===== src/rtl/cmp_defs.svh =====
// Register offsets, field positions and reset values of the comparator control block.
`ifndef CMP_DEFS_SVH
`define CMP_DEFS_SVH

// ----------------------------------------------------------------------------
// Widths
// ----------------------------------------------------------------------------
`define CMP_ADDR_W        8
`define CMP_DATA_W        8
`define CMP_LEVEL_W       8
`define CMP_PINS          5

// ----------------------------------------------------------------------------
// Register offsets
// ----------------------------------------------------------------------------
`define OFS_INTERRUPT_CTRL  8'h0B
`define OFS_PERIPH_FLAG     8'h0C
`define OFS_COMPARATOR_CTRL 8'h1F
`define OFS_PORT_A_DATA     8'h05
`define OFS_PORT_A_DIR      8'h85
`define OFS_PERIPH_ENABLE   8'h8C

// ----------------------------------------------------------------------------
// Field positions
// ----------------------------------------------------------------------------
`define BIT_SECOND_RESULT   7
`define BIT_FIRST_RESULT    6
`define BIT_INPUT_SWITCH    3
`define BIT_GLOBAL_IRQ_EN   7
`define BIT_PERIPH_IRQ_EN   6
`define BIT_CHANGE_FLAG     6
`define BIT_CHANGE_ENABLE   6

// ----------------------------------------------------------------------------
// Reset values
// ----------------------------------------------------------------------------
`define RST_INTERRUPT_CTRL  8'h00
`define RST_COMPARATOR_CTRL 4'h0
`define RST_PORT_A_DIR      5'h1F
`define RST_PORT_A_LATCH    5'h00

`endif


===== src/rtl/cmp_pkg.sv =====
// Types shared by the comparator control block and its helpers.
`include "cmp_defs.svh"
package cmp_pkg;
  // Digital model of one analog level.
  typedef logic [`CMP_LEVEL_W-1:0] level_t;
  // Levels of the five port pins, index = pin number.
  typedef level_t [`CMP_PINS-1:0] level_bank_t;
  // The eight operating configurations, numbered in field order.
  typedef enum logic [2:0] {
    MODE_RESET,
    MODE_THREE_IN,
    MODE_FOUR_IN_VREF,
    MODE_COMMON_REF,
    MODE_INDEPENDENT,
    MODE_SINGLE,
    MODE_PIN_OUT,
    MODE_OFF
  } cmp_mode_t;
endpackage


===== src/rtl/cmp_route_if.sv =====
// Bundle between the control logic and the comparator input router.
`timescale 1ns/10ps
`default_nettype none
`include "cmp_defs.svh"
interface cmp_route_if;
  import cmp_pkg::*;
  cmp_mode_t              mode;     // Selected configuration.
  logic                   switch;   // Inverting input switch.
  level_bank_t            level;    // Synchronised pin levels.
  level_t                 vref;     // Synchronised reference level.
  logic [1:0]             result;   // Comparator outputs, bit 0 = first.
  logic [`CMP_PINS-1:0]   analog;   // Pins held as analog inputs.
  modport ctrl (output mode, output switch, output level, output vref,
                input result, input analog);
  modport router (input mode, input switch, input level, input vref,
                  output result, output analog);
endinterface
`default_nettype wire


===== src/rtl/cmp_router.sv =====
// Input routing and comparison for both comparators; the reset and off modes turn both off, the single mode the first.
`timescale 1ns/10ps
`default_nettype none
module cmp_router (
  cmp_route_if.router rif
);
  import cmp_pkg::*;

  // --------------------------------------------------------------------------
  // Pick the plus and minus levels per mode, then compare.
  // --------------------------------------------------------------------------
  // Equal levels give a low output; the real part is uncertain there anyway.
  always_comb begin
    level_t p1, m1, p2, m2;
    logic   on1, on2;
    p1 = rif.level[2];
    m1 = rif.level[0];
    p2 = rif.level[2];
    m2 = rif.level[1];
    on1 = 1'b1;
    on2 = 1'b1;
    rif.analog = 5'h0F;
    case (rif.mode)
      MODE_RESET: begin
        on1 = 1'b0;
        on2 = 1'b0;
      end
      MODE_THREE_IN: begin
        m1 = rif.switch ? rif.level[3] : rif.level[0];
      end
      MODE_FOUR_IN_VREF: begin
        p1 = rif.vref;
        p2 = rif.vref;
        m1 = rif.switch ? rif.level[3] : rif.level[0];
        m2 = rif.switch ? rif.level[2] : rif.level[1];
      end
      MODE_COMMON_REF: rif.analog = 5'h07;
      MODE_INDEPENDENT: p1 = rif.level[3];
      MODE_SINGLE: begin
        on1 = 1'b0;
        rif.analog = 5'h06;
      end
      MODE_PIN_OUT: rif.analog = 5'h07;
      MODE_OFF: begin
        on1 = 1'b0;
        on2 = 1'b0;
        rif.analog = 5'h00;
      end
      default: begin
        on1 = 1'b0;
        on2 = 1'b0;
      end
    endcase
    rif.result[0] = on1 && (p1 > m1);
    rif.result[1] = on2 && (p2 > m2);
  end
endmodule // cmp_router
`default_nettype wire


===== src/rtl/cmp_sync.sv =====
// Two-flop synchroniser for a bundle of pin inputs.
`timescale 1ns/10ps
`default_nettype none
module cmp_sync #(
  parameter int W = 1
) (
  input  wire logic         clk,
  input  wire logic         sys_rst,
  input  wire logic [W-1:0] async_in,
  output logic      [W-1:0] sync_out
);
  // --------------------------------------------------------------------------
  // One two-stage chain per bit; the first stage feeds only the second.
  // --------------------------------------------------------------------------
  for (genvar i = 0; i < W; i++) begin : g_bit
    logic meta_q;  // First stage, may go metastable.
    logic hold_q;  // Second stage, safe to use.
    always_ff @(posedge clk or posedge sys_rst) begin
      if (sys_rst) begin
        meta_q <= 1'b0;
        hold_q <= 1'b0;
      end else begin
        meta_q <= async_in[i];
        hold_q <= meta_q;
      end
    end
    assign sync_out[i] = hold_q;
  end
endmodule // cmp_sync
`default_nettype wire


===== src/rtl/dual_comparator_control.sv =====
// Register file, change detection, interrupt gating and pin muxing of the dual comparator.
`timescale 1ns/10ps
`default_nettype none
`include "cmp_defs.svh"
module dual_comparator_control (
  input  wire logic                       clk,
  input  wire logic                       sys_rst,
  input  wire logic [`CMP_ADDR_W-1:0]     reg_addr,
  input  wire logic                       reg_wr,
  input  wire logic                       reg_rd,
  input  wire logic [`CMP_DATA_W-1:0]     reg_wdata,
  output logic      [`CMP_DATA_W-1:0]     reg_rdata,
  input  wire cmp_pkg::level_bank_t       pin_level,
  input  wire cmp_pkg::level_t            vref_level,
  input  wire logic [`CMP_PINS-1:0]       pin_in,
  output logic      [`CMP_PINS-1:0]       pin_out,
  output logic      [`CMP_PINS-1:0]       pin_oe_n,
  output logic                            irq_req
);
  import cmp_pkg::*;

  // --------------------------------------------------------------------------
  // Input synchronisation
  // --------------------------------------------------------------------------
  // All pin levels, the reference and the digital pin inputs cross together.
  // Each level word is synchronised bit by bit, so a level that moves while
  // it is sampled may appear torn for one cycle and show as a brief glitch.
  // Sources are expected to move slowly against the core clock.
  localparam int SYNC_W = (`CMP_PINS + 1) * `CMP_LEVEL_W + `CMP_PINS;

  logic [SYNC_W-1:0]    sync_raw;   // Bundle before the synchroniser.
  logic [SYNC_W-1:0]    sync_val;   // Bundle after the synchroniser.
  level_bank_t          lvl_s;      // Synchronised pin levels.
  level_t               vref_s;     // Synchronised reference level.
  logic [`CMP_PINS-1:0] pin_in_s;   // Synchronised digital pin levels.

  assign sync_raw = {pin_level, vref_level, pin_in};
  assign {lvl_s, vref_s, pin_in_s} = sync_val;

  cmp_sync #(
    .W (SYNC_W)
  ) u_sync (
    .clk      (clk),
    .sys_rst  (sys_rst),
    .async_in (sync_raw),
    .sync_out (sync_val)
  );

  // --------------------------------------------------------------------------
  // Register state
  // --------------------------------------------------------------------------
  logic [`CMP_DATA_W-1:0] intctl_q, intctl_d;   // Interrupt control byte.
  logic [3:0]             cmpctl_q, cmpctl_d;   // Switch and mode field.
  logic [`CMP_PINS-1:0]   dir_q, dir_d;         // Port direction, 1 = input.
  logic [`CMP_PINS-1:0]   latch_q, latch_d;     // Port output latch.
  logic                   flag_q, flag_d;       // Change flag.
  logic                   enable_q, enable_d;   // Change interrupt enable.
  logic [1:0]             seen_q, seen_d;       // Results at last access.
  logic [`CMP_DATA_W-1:0] rdata_q, rdata_d;     // Read data register.
  logic [`CMP_PINS-1:0]   pout_q, pout_d;       // Pin output register.
  logic [`CMP_PINS-1:0]   poe_n_q, poe_n_d;     // Pin enable register.
  logic                   irq_q, irq_d;         // Interrupt request register.

  // --------------------------------------------------------------------------
  // Router connection
  // --------------------------------------------------------------------------
  cmp_route_if rif ();

  assign rif.mode   = cmp_mode_t'(cmpctl_q[2:0]);
  assign rif.switch = cmpctl_q[`BIT_INPUT_SWITCH];
  assign rif.level  = lvl_s;
  assign rif.vref   = vref_s;

  cmp_router u_router (
    .rif (rif)
  );

  // --------------------------------------------------------------------------
  // Access decode
  // --------------------------------------------------------------------------
  logic cmp_access; // Any read or write of the comparator control register.
  logic mismatch;   // Current results differ from the last-seen copy.
  logic flag_set;   // Hardware sets the change flag this cycle.

  assign cmp_access = (reg_wr || reg_rd) && (reg_addr == `OFS_COMPARATOR_CTRL);
  assign mismatch   = (rif.result != seen_q);
  // A change coinciding with a control read compares against the copy that is
  // being reloaded, so it is absorbed and no flag results.
  assign flag_set   = mismatch && !cmp_access;

  // --------------------------------------------------------------------------
  // Writable registers next state
  // --------------------------------------------------------------------------
  // Writes show one cycle after the strobe; result bits take no write.
  always_comb begin
    intctl_d = intctl_q;
    cmpctl_d = cmpctl_q;
    dir_d    = dir_q;
    latch_d  = latch_q;
    enable_d = enable_q;
    if (reg_wr) begin
      case (reg_addr)
        `OFS_INTERRUPT_CTRL:  intctl_d = reg_wdata;
        `OFS_COMPARATOR_CTRL: cmpctl_d = reg_wdata[3:0];
        `OFS_PORT_A_DIR:      dir_d = reg_wdata[`CMP_PINS-1:0];
        `OFS_PORT_A_DATA:     latch_d = reg_wdata[`CMP_PINS-1:0];
        `OFS_PERIPH_ENABLE:   enable_d = reg_wdata[`BIT_CHANGE_ENABLE];
        default:              intctl_d = intctl_q;
      endcase
    end
  end

  // Control state returns to mode 000 so every comparator pin is analog.
  always_ff @(posedge clk or posedge sys_rst) begin
    if (sys_rst) begin
      intctl_q <= `RST_INTERRUPT_CTRL;
      cmpctl_q <= `RST_COMPARATOR_CTRL;
      dir_q    <= `RST_PORT_A_DIR;
      latch_q  <= `RST_PORT_A_LATCH;
      enable_q <= 1'b0;
    end else begin
      intctl_q <= intctl_d;
      cmpctl_q <= cmpctl_d;
      dir_q    <= dir_d;
      latch_q  <= latch_d;
      enable_q <= enable_d;
    end
  end

  // --------------------------------------------------------------------------
  // Change detection and flag
  // --------------------------------------------------------------------------
  // The copy reloads on every control access, ending a standing mismatch.
  // Until then the mismatch keeps setting the flag, so a clear only sticks
  // once software has touched the control register first.
  always_comb begin
    seen_d = cmp_access ? rif.result : seen_q;
    flag_d = flag_q;
    // Writing one raises the flag as if a change had been seen.
    if (reg_wr && (reg_addr == `OFS_PERIPH_FLAG)) begin
      flag_d = reg_wdata[`BIT_CHANGE_FLAG];
    end
    if (flag_set) begin
      flag_d = 1'b1;
    end
  end

  always_ff @(posedge clk or posedge sys_rst) begin
    if (sys_rst) begin
      seen_q <= 2'h0;
      flag_q <= 1'b0;
    end else begin
      seen_q <= seen_d;
      flag_q <= flag_d;
    end
  end

  // --------------------------------------------------------------------------
  // Read data
  // --------------------------------------------------------------------------
  // Reads answer one cycle after the strobe; unmapped offsets return zero.
  // Port reads see the pins through the synchroniser, two cycles late, so a
  // latch write reads back on a driven pin only a few cycles afterwards.
  always_comb begin
    rdata_d = rdata_q;
    if (reg_rd) begin
      case (reg_addr)
        `OFS_INTERRUPT_CTRL:  rdata_d = intctl_q;
        `OFS_COMPARATOR_CTRL: rdata_d = {rif.result[1], rif.result[0],
                                         2'b00, cmpctl_q};
        `OFS_PORT_A_DIR:      rdata_d = {3'b000, dir_q};
        `OFS_PORT_A_DATA:     rdata_d = {3'b000, pin_in_s & ~rif.analog};
        `OFS_PERIPH_FLAG:     rdata_d = {1'b0, flag_q, 6'h00};
        `OFS_PERIPH_ENABLE:   rdata_d = {1'b0, enable_q, 6'h00};
        default:              rdata_d = 8'h00;
      endcase
    end
  end

  always_ff @(posedge clk or posedge sys_rst) begin
    if (sys_rst) begin
      rdata_q <= 8'h00;
    end else begin
      rdata_q <= rdata_d;
    end
  end

  // --------------------------------------------------------------------------
  // Pin drive and interrupt request
  // --------------------------------------------------------------------------
  // In the pin-output mode the results replace the latch on pins A3 and A4.
  // They pass one register here, the price of a glitch-free pin output.
  // Direction bits pass unchanged through a matching register to the enables, so a pin set as input is
  // never driven even while its output carries a result.
  always_comb begin
    pout_d  = latch_q;
    poe_n_d = dir_q;
    if (rif.mode == MODE_PIN_OUT) begin
      pout_d[3] = rif.result[0];
      pout_d[4] = rif.result[1];
    end
    irq_d = flag_q && enable_q && intctl_q[`BIT_PERIPH_IRQ_EN]
            && intctl_q[`BIT_GLOBAL_IRQ_EN];
  end

  always_ff @(posedge clk or posedge sys_rst) begin
    if (sys_rst) begin
      pout_q  <= `RST_PORT_A_LATCH;
      poe_n_q <= `RST_PORT_A_DIR;
      irq_q   <= 1'b0;
    end else begin
      pout_q  <= pout_d;
      poe_n_q <= poe_n_d;
      irq_q   <= irq_d;
    end
  end

  assign reg_rdata = rdata_q;
  assign pin_out   = pout_q;
  assign pin_oe_n  = poe_n_q;
  assign irq_req   = irq_q;
endmodule // dual_comparator_control
`default_nettype wire


===== config.mk =====
export PLATFORM = sky130hd
export DESIGN_NAME = dual_comparator_control
export DESIGN_NICKNAME = d
export VERILOG_FILES = /design/src/rtl/cmp_pkg.sv /design/src/rtl/cmp_route_if.sv /design/src/rtl/cmp_router.sv /design/src/rtl/cmp_sync.sv /design/src/rtl/dual_comparator_control.sv
export VERILOG_INCLUDE_DIRS = /design/src /design/src/rtl
export SDC_FILE = /design/constraint.sdc
export NUM_CORES = 1
export LEC_CHECK = 0
export BUFFER_PORTS_ARGS = -buffer_cell sky130_fd_sc_hd__buf_4
export CAP_MARGIN = 20
export CORE_MARGIN = 2
export CORE_UTILIZATION = 59
export DETAILED_ROUTE_END_ITERATION = 6
export PLACE_DENSITY = 0.86
export SETUP_SLACK_MARGIN = 0.5
export SYNTH_ARGS = -nofsm -noshare
export SYNTH_HDL_FRONTEND = slang
export SYNTH_SLANG_ARGS = --single-unit

===== constraint.sdc =====
create_clock -name clk -period 9.7 [get_ports clk]
set_input_delay 1.94 -clock clk [delete_from_list [all_inputs] [get_ports clk]]
set_output_delay 1.94 -clock clk [all_outputs]
set_load 0.01 [all_outputs]

==> results.sh <==
export IMPL_synth_edf_count=0
export IMPL_clock_fmax_ghz=0.2434
export IMPL_slew_violations=0
export IMPL_dr_pass1_iters=4
export IMPL_hold_path_class="register to register"
export IMPL_syn_nets=443
export IMPL_postCtsSetupBuffers=0
export IMPL_core_area_um2=8258
export IMPL_crit_buf_inv=1
export IMPL_synthCells=354
export IMPL_path_cells="clkinv_1 -> and3_1 -> and2_1 -> mux2i_1 -> ha_1 -> a211oi_1 -> nor2_1 -> o31a_1 -> mux2i_1 -> or4b_1"
export IMPL_start_util_pct=61.39
export IMPL_clk_path_buf_depth=2
export IMPL_final_nets=535
export IMPL_clkPwrFrac_pct=46.1
export IMPL_critPathTopFamily="simple AND/OR/NAND/NOR gates"
export IMPL_place_detailed_hpwl_um=6306
export IMPL_synth_area_leaders="dfrtp_1 (62%), mux2_2 (7.3%), dfstp_2 (5.2%)"
export IMPL_antenna_found_initial=0
export IMPL_worstPathArrival_ns=4.48
export IMPL_tns_ns=0
export IMPL_crit_type="register to register"
export IMPL_status="complete, no violations"
export IMPL_max_stage_delay_ns=0.73
export IMPL_wl_per_cell_um=17.62
export IMPL_grt_pass1_wl_um=16410
export IMPL_mostFrequentLayoutCells="dfrtp_1 (125), buf_4 (84), mux2_2 (33)"
export IMPL_r2r_slack_ns=5.59
export IMPL_die_height_um=96.70
export IMPL_tightest_slew_ns=0.7836
export IMPL_clock_root_buffer="clkbuf_8"
export IMPL_p_per_area_nw_per_um2=203.1
export IMPL_cpMaxStageDelayCell="dfrtp_1"
export IMPL_syn_to_final_growth_pct=25.57
export IMPL_cts_resized_gates=0
export IMPL_grt_setup_unrepaired="no"
export IMPL_grt_overflow=0
export IMPL_diodes=0
export IMPL_cp_start_kind="register"
export IMPL_fin_util_pct=77.09
export IMPL_num_rows=33
export IMPL_relSlewSlack_pct=47.76
export IMPL_final_common_cell="dfrtp_1"
export IMPL_finClkSkew_ns=0.02130
export IMPL_pin_count=92
export IMPL_portBuffers=83
export IMPL_holdWs_ns=0.3458
export IMPL_ant_nets=0
export IMPL_htreeDepth=4
export IMPL_layout_drive_gt1_share_pct=36.60
export IMPL_yosysTopAreaCellShare_pct=61.70
export IMPL_total_power_mw=1.293
export IMPL_seqPwrFrac_pct=47.1
export IMPL_cts_buffers=17
export IMPL_synth_flop_cell="dfrtp_1"
export IMPL_grt_usage_pct=22.66
export IMPL_drt_wl_total_um=9938
export IMPL_cts_tree="yes"
export IMPL_worstSetupEndpointType="register"
export IMPL_synth_seq_cells=135
export IMPL_worstSkewPairLatency_ns=0.52
export IMPL_drc=0
export IMPL_dp_slack_ns=5.775
export IMPL_netSwitchingFraction_pct=23.97
export IMPL_fill_cells=538
export IMPL_period_share_pct=42.35
export IMPL_p_sw_mw=0.3100
export IMPL_drt_iter0_drc=290
export IMPL_vias_per_cell=5.688
export IMPL_synthArstFlopShare_pct=100.0
export IMPL_synth_top_area_cell="dfrtp_1"
export IMPL_cts_sinks=135
export IMPL_synth_distinct_cells=52
export IMPL_setup_viol=0
export IMPL_required_ns=10.08
export IMPL_setup_ws_ns=5.592
export IMPL_synth_area_um2=5070
export IMPL_internal_power_mw=0.9832
export IMPL_dieArea_um2=9351
export IMPL_yosys_warnings=0
export IMPL_path_common_cell="mux2i_1"
export IMPL_post_route_min_period_ns=4.108
export IMPL_cap_violations=0
export IMPL_grt_pass1_vias=3371
export IMPL_cts_clk_slew_worst_paths_ns=0.06
export IMPL_grt_max_degree=91
export IMPL_ir_worst_vdd_mv=0.1437
export IMPL_die_x_um=96.70
export IMPL_synth_avg_cell_area_um2=14.32
export IMPL_hold_viol_final=0
export IMPL_cp_max_fo=17
export IMPL_gp_congestion=0.8711
export IMPL_yosysSeqAreaShare_pct=66.88
export IMPL_p_leak_nw=2.981
export IMPL_num_vias=3208
export IMPL_postCtsHoldBufs=0
export IMPL_power_frac_comb_pct=6.9
-- layout make-up --
type	instances	area, um2	share of cell area [%]
inverters	12	47.55	0.7469
multi-input cells	195	1582	24.84
clock buffers	18	417.9	6.564
repair buffers	85	658.1	10.34
well taps	105	131.4	2.064
flip-flops and latches	135	3391	53.26
clock inverters	14	138.9	2.182
-- sequential cells by signal, indices dropped and copies added, names as in the netlist, 2 cells and up --
register and count:
pin_oe_n 5, reg_rdata 8, seen_q 2, u_sync.g_bit.hold_q 45
pin_out 5, dir_q 5, intctl_q 8, latch_q 5
u_sync.g_bit.meta_q 45, cmpctl_q 4
-- Yosys cell counts, drive strengths merged (2+ instances only) --
cell type  count
a31oi          4
o221ai         2
buf            4
o22ai         21
nor4           3
nor2b          2
nand2         16
nand4          5
and3           3
clkbuf         8
ha            16
a22oi          4
a211oi         2
or4            2
mux2i         17
a21oi         12
o21ai          9
nor3           3
mux2          34
dfrtp        125
o22a           7
nand2b         3
o211ai         2
nand3          5
dfstp         10
inv           11
nor2           7
-- power groups by stage --
stage	clock (mW)	combinational, mW	sequential, mW
6_report	0.596	0.0888	0.609
5_1_grt	0.635	0.0991	0.611
4_1_cts	0.608	0.0880	0.608
3_5_place_dp	0	0.0863	0.617
3_3_place_gp	0	0.0830	0.615
2_1_floorplan	0	0.0510	0.611
-- cells by family (layout without fill, tap and decap cells) --
kind of cell    Yosys count  after routing  share of synthesized area (%)
flops                   135            135                          66.88
mux                      51             51                          10.91
xor+xnor                  1              1                         0.1728
compound gates           70             70                          9.230
simple gates             57             57                          6.935
buf+inv                  24            129                          1.925
fa+ha+maj                16             16                          3.949
-- through the flow --
| stage | cell area, um2 | cells |
|---|---|---|
| global route | 6366 | 564 |
| global placement | 5782 | 531 |
| detailed placement | 5782 | 531 |
| CTS | 6339 | 563 |
| floorplan | 5070 | 354 |
| finish | 6366 | 564 |
-- final timing paths --
check                                   startpoint                       to  cells after the start
setup / recovery                       cmpctl_q[2]                   flag_q                     10
hold / removal             u_sync.g_bit[11].meta_q  u_sync.g_bit[11].hold_q                      0
setup reg to reg                       cmpctl_q[2]                   flag_q                     10
hold reg to reg            u_sync.g_bit[11].meta_q  u_sync.g_bit[11].hold_q                      0
max in group asynchronous                  sys_rst              pin_oe_n[2]                      4
min in group asynchronous                  sys_rst              intctl_q[3]                      2
-- metal layers --
metal | GRT usage, % | wire length [um]
met1 | 28.39 | 3961
met5 | 0 | 0
met2 | 37.29 | 5100
met3 | 5.636 | 669
met4 | 10.83 | 206
Power figures use the tool's default switching activity.
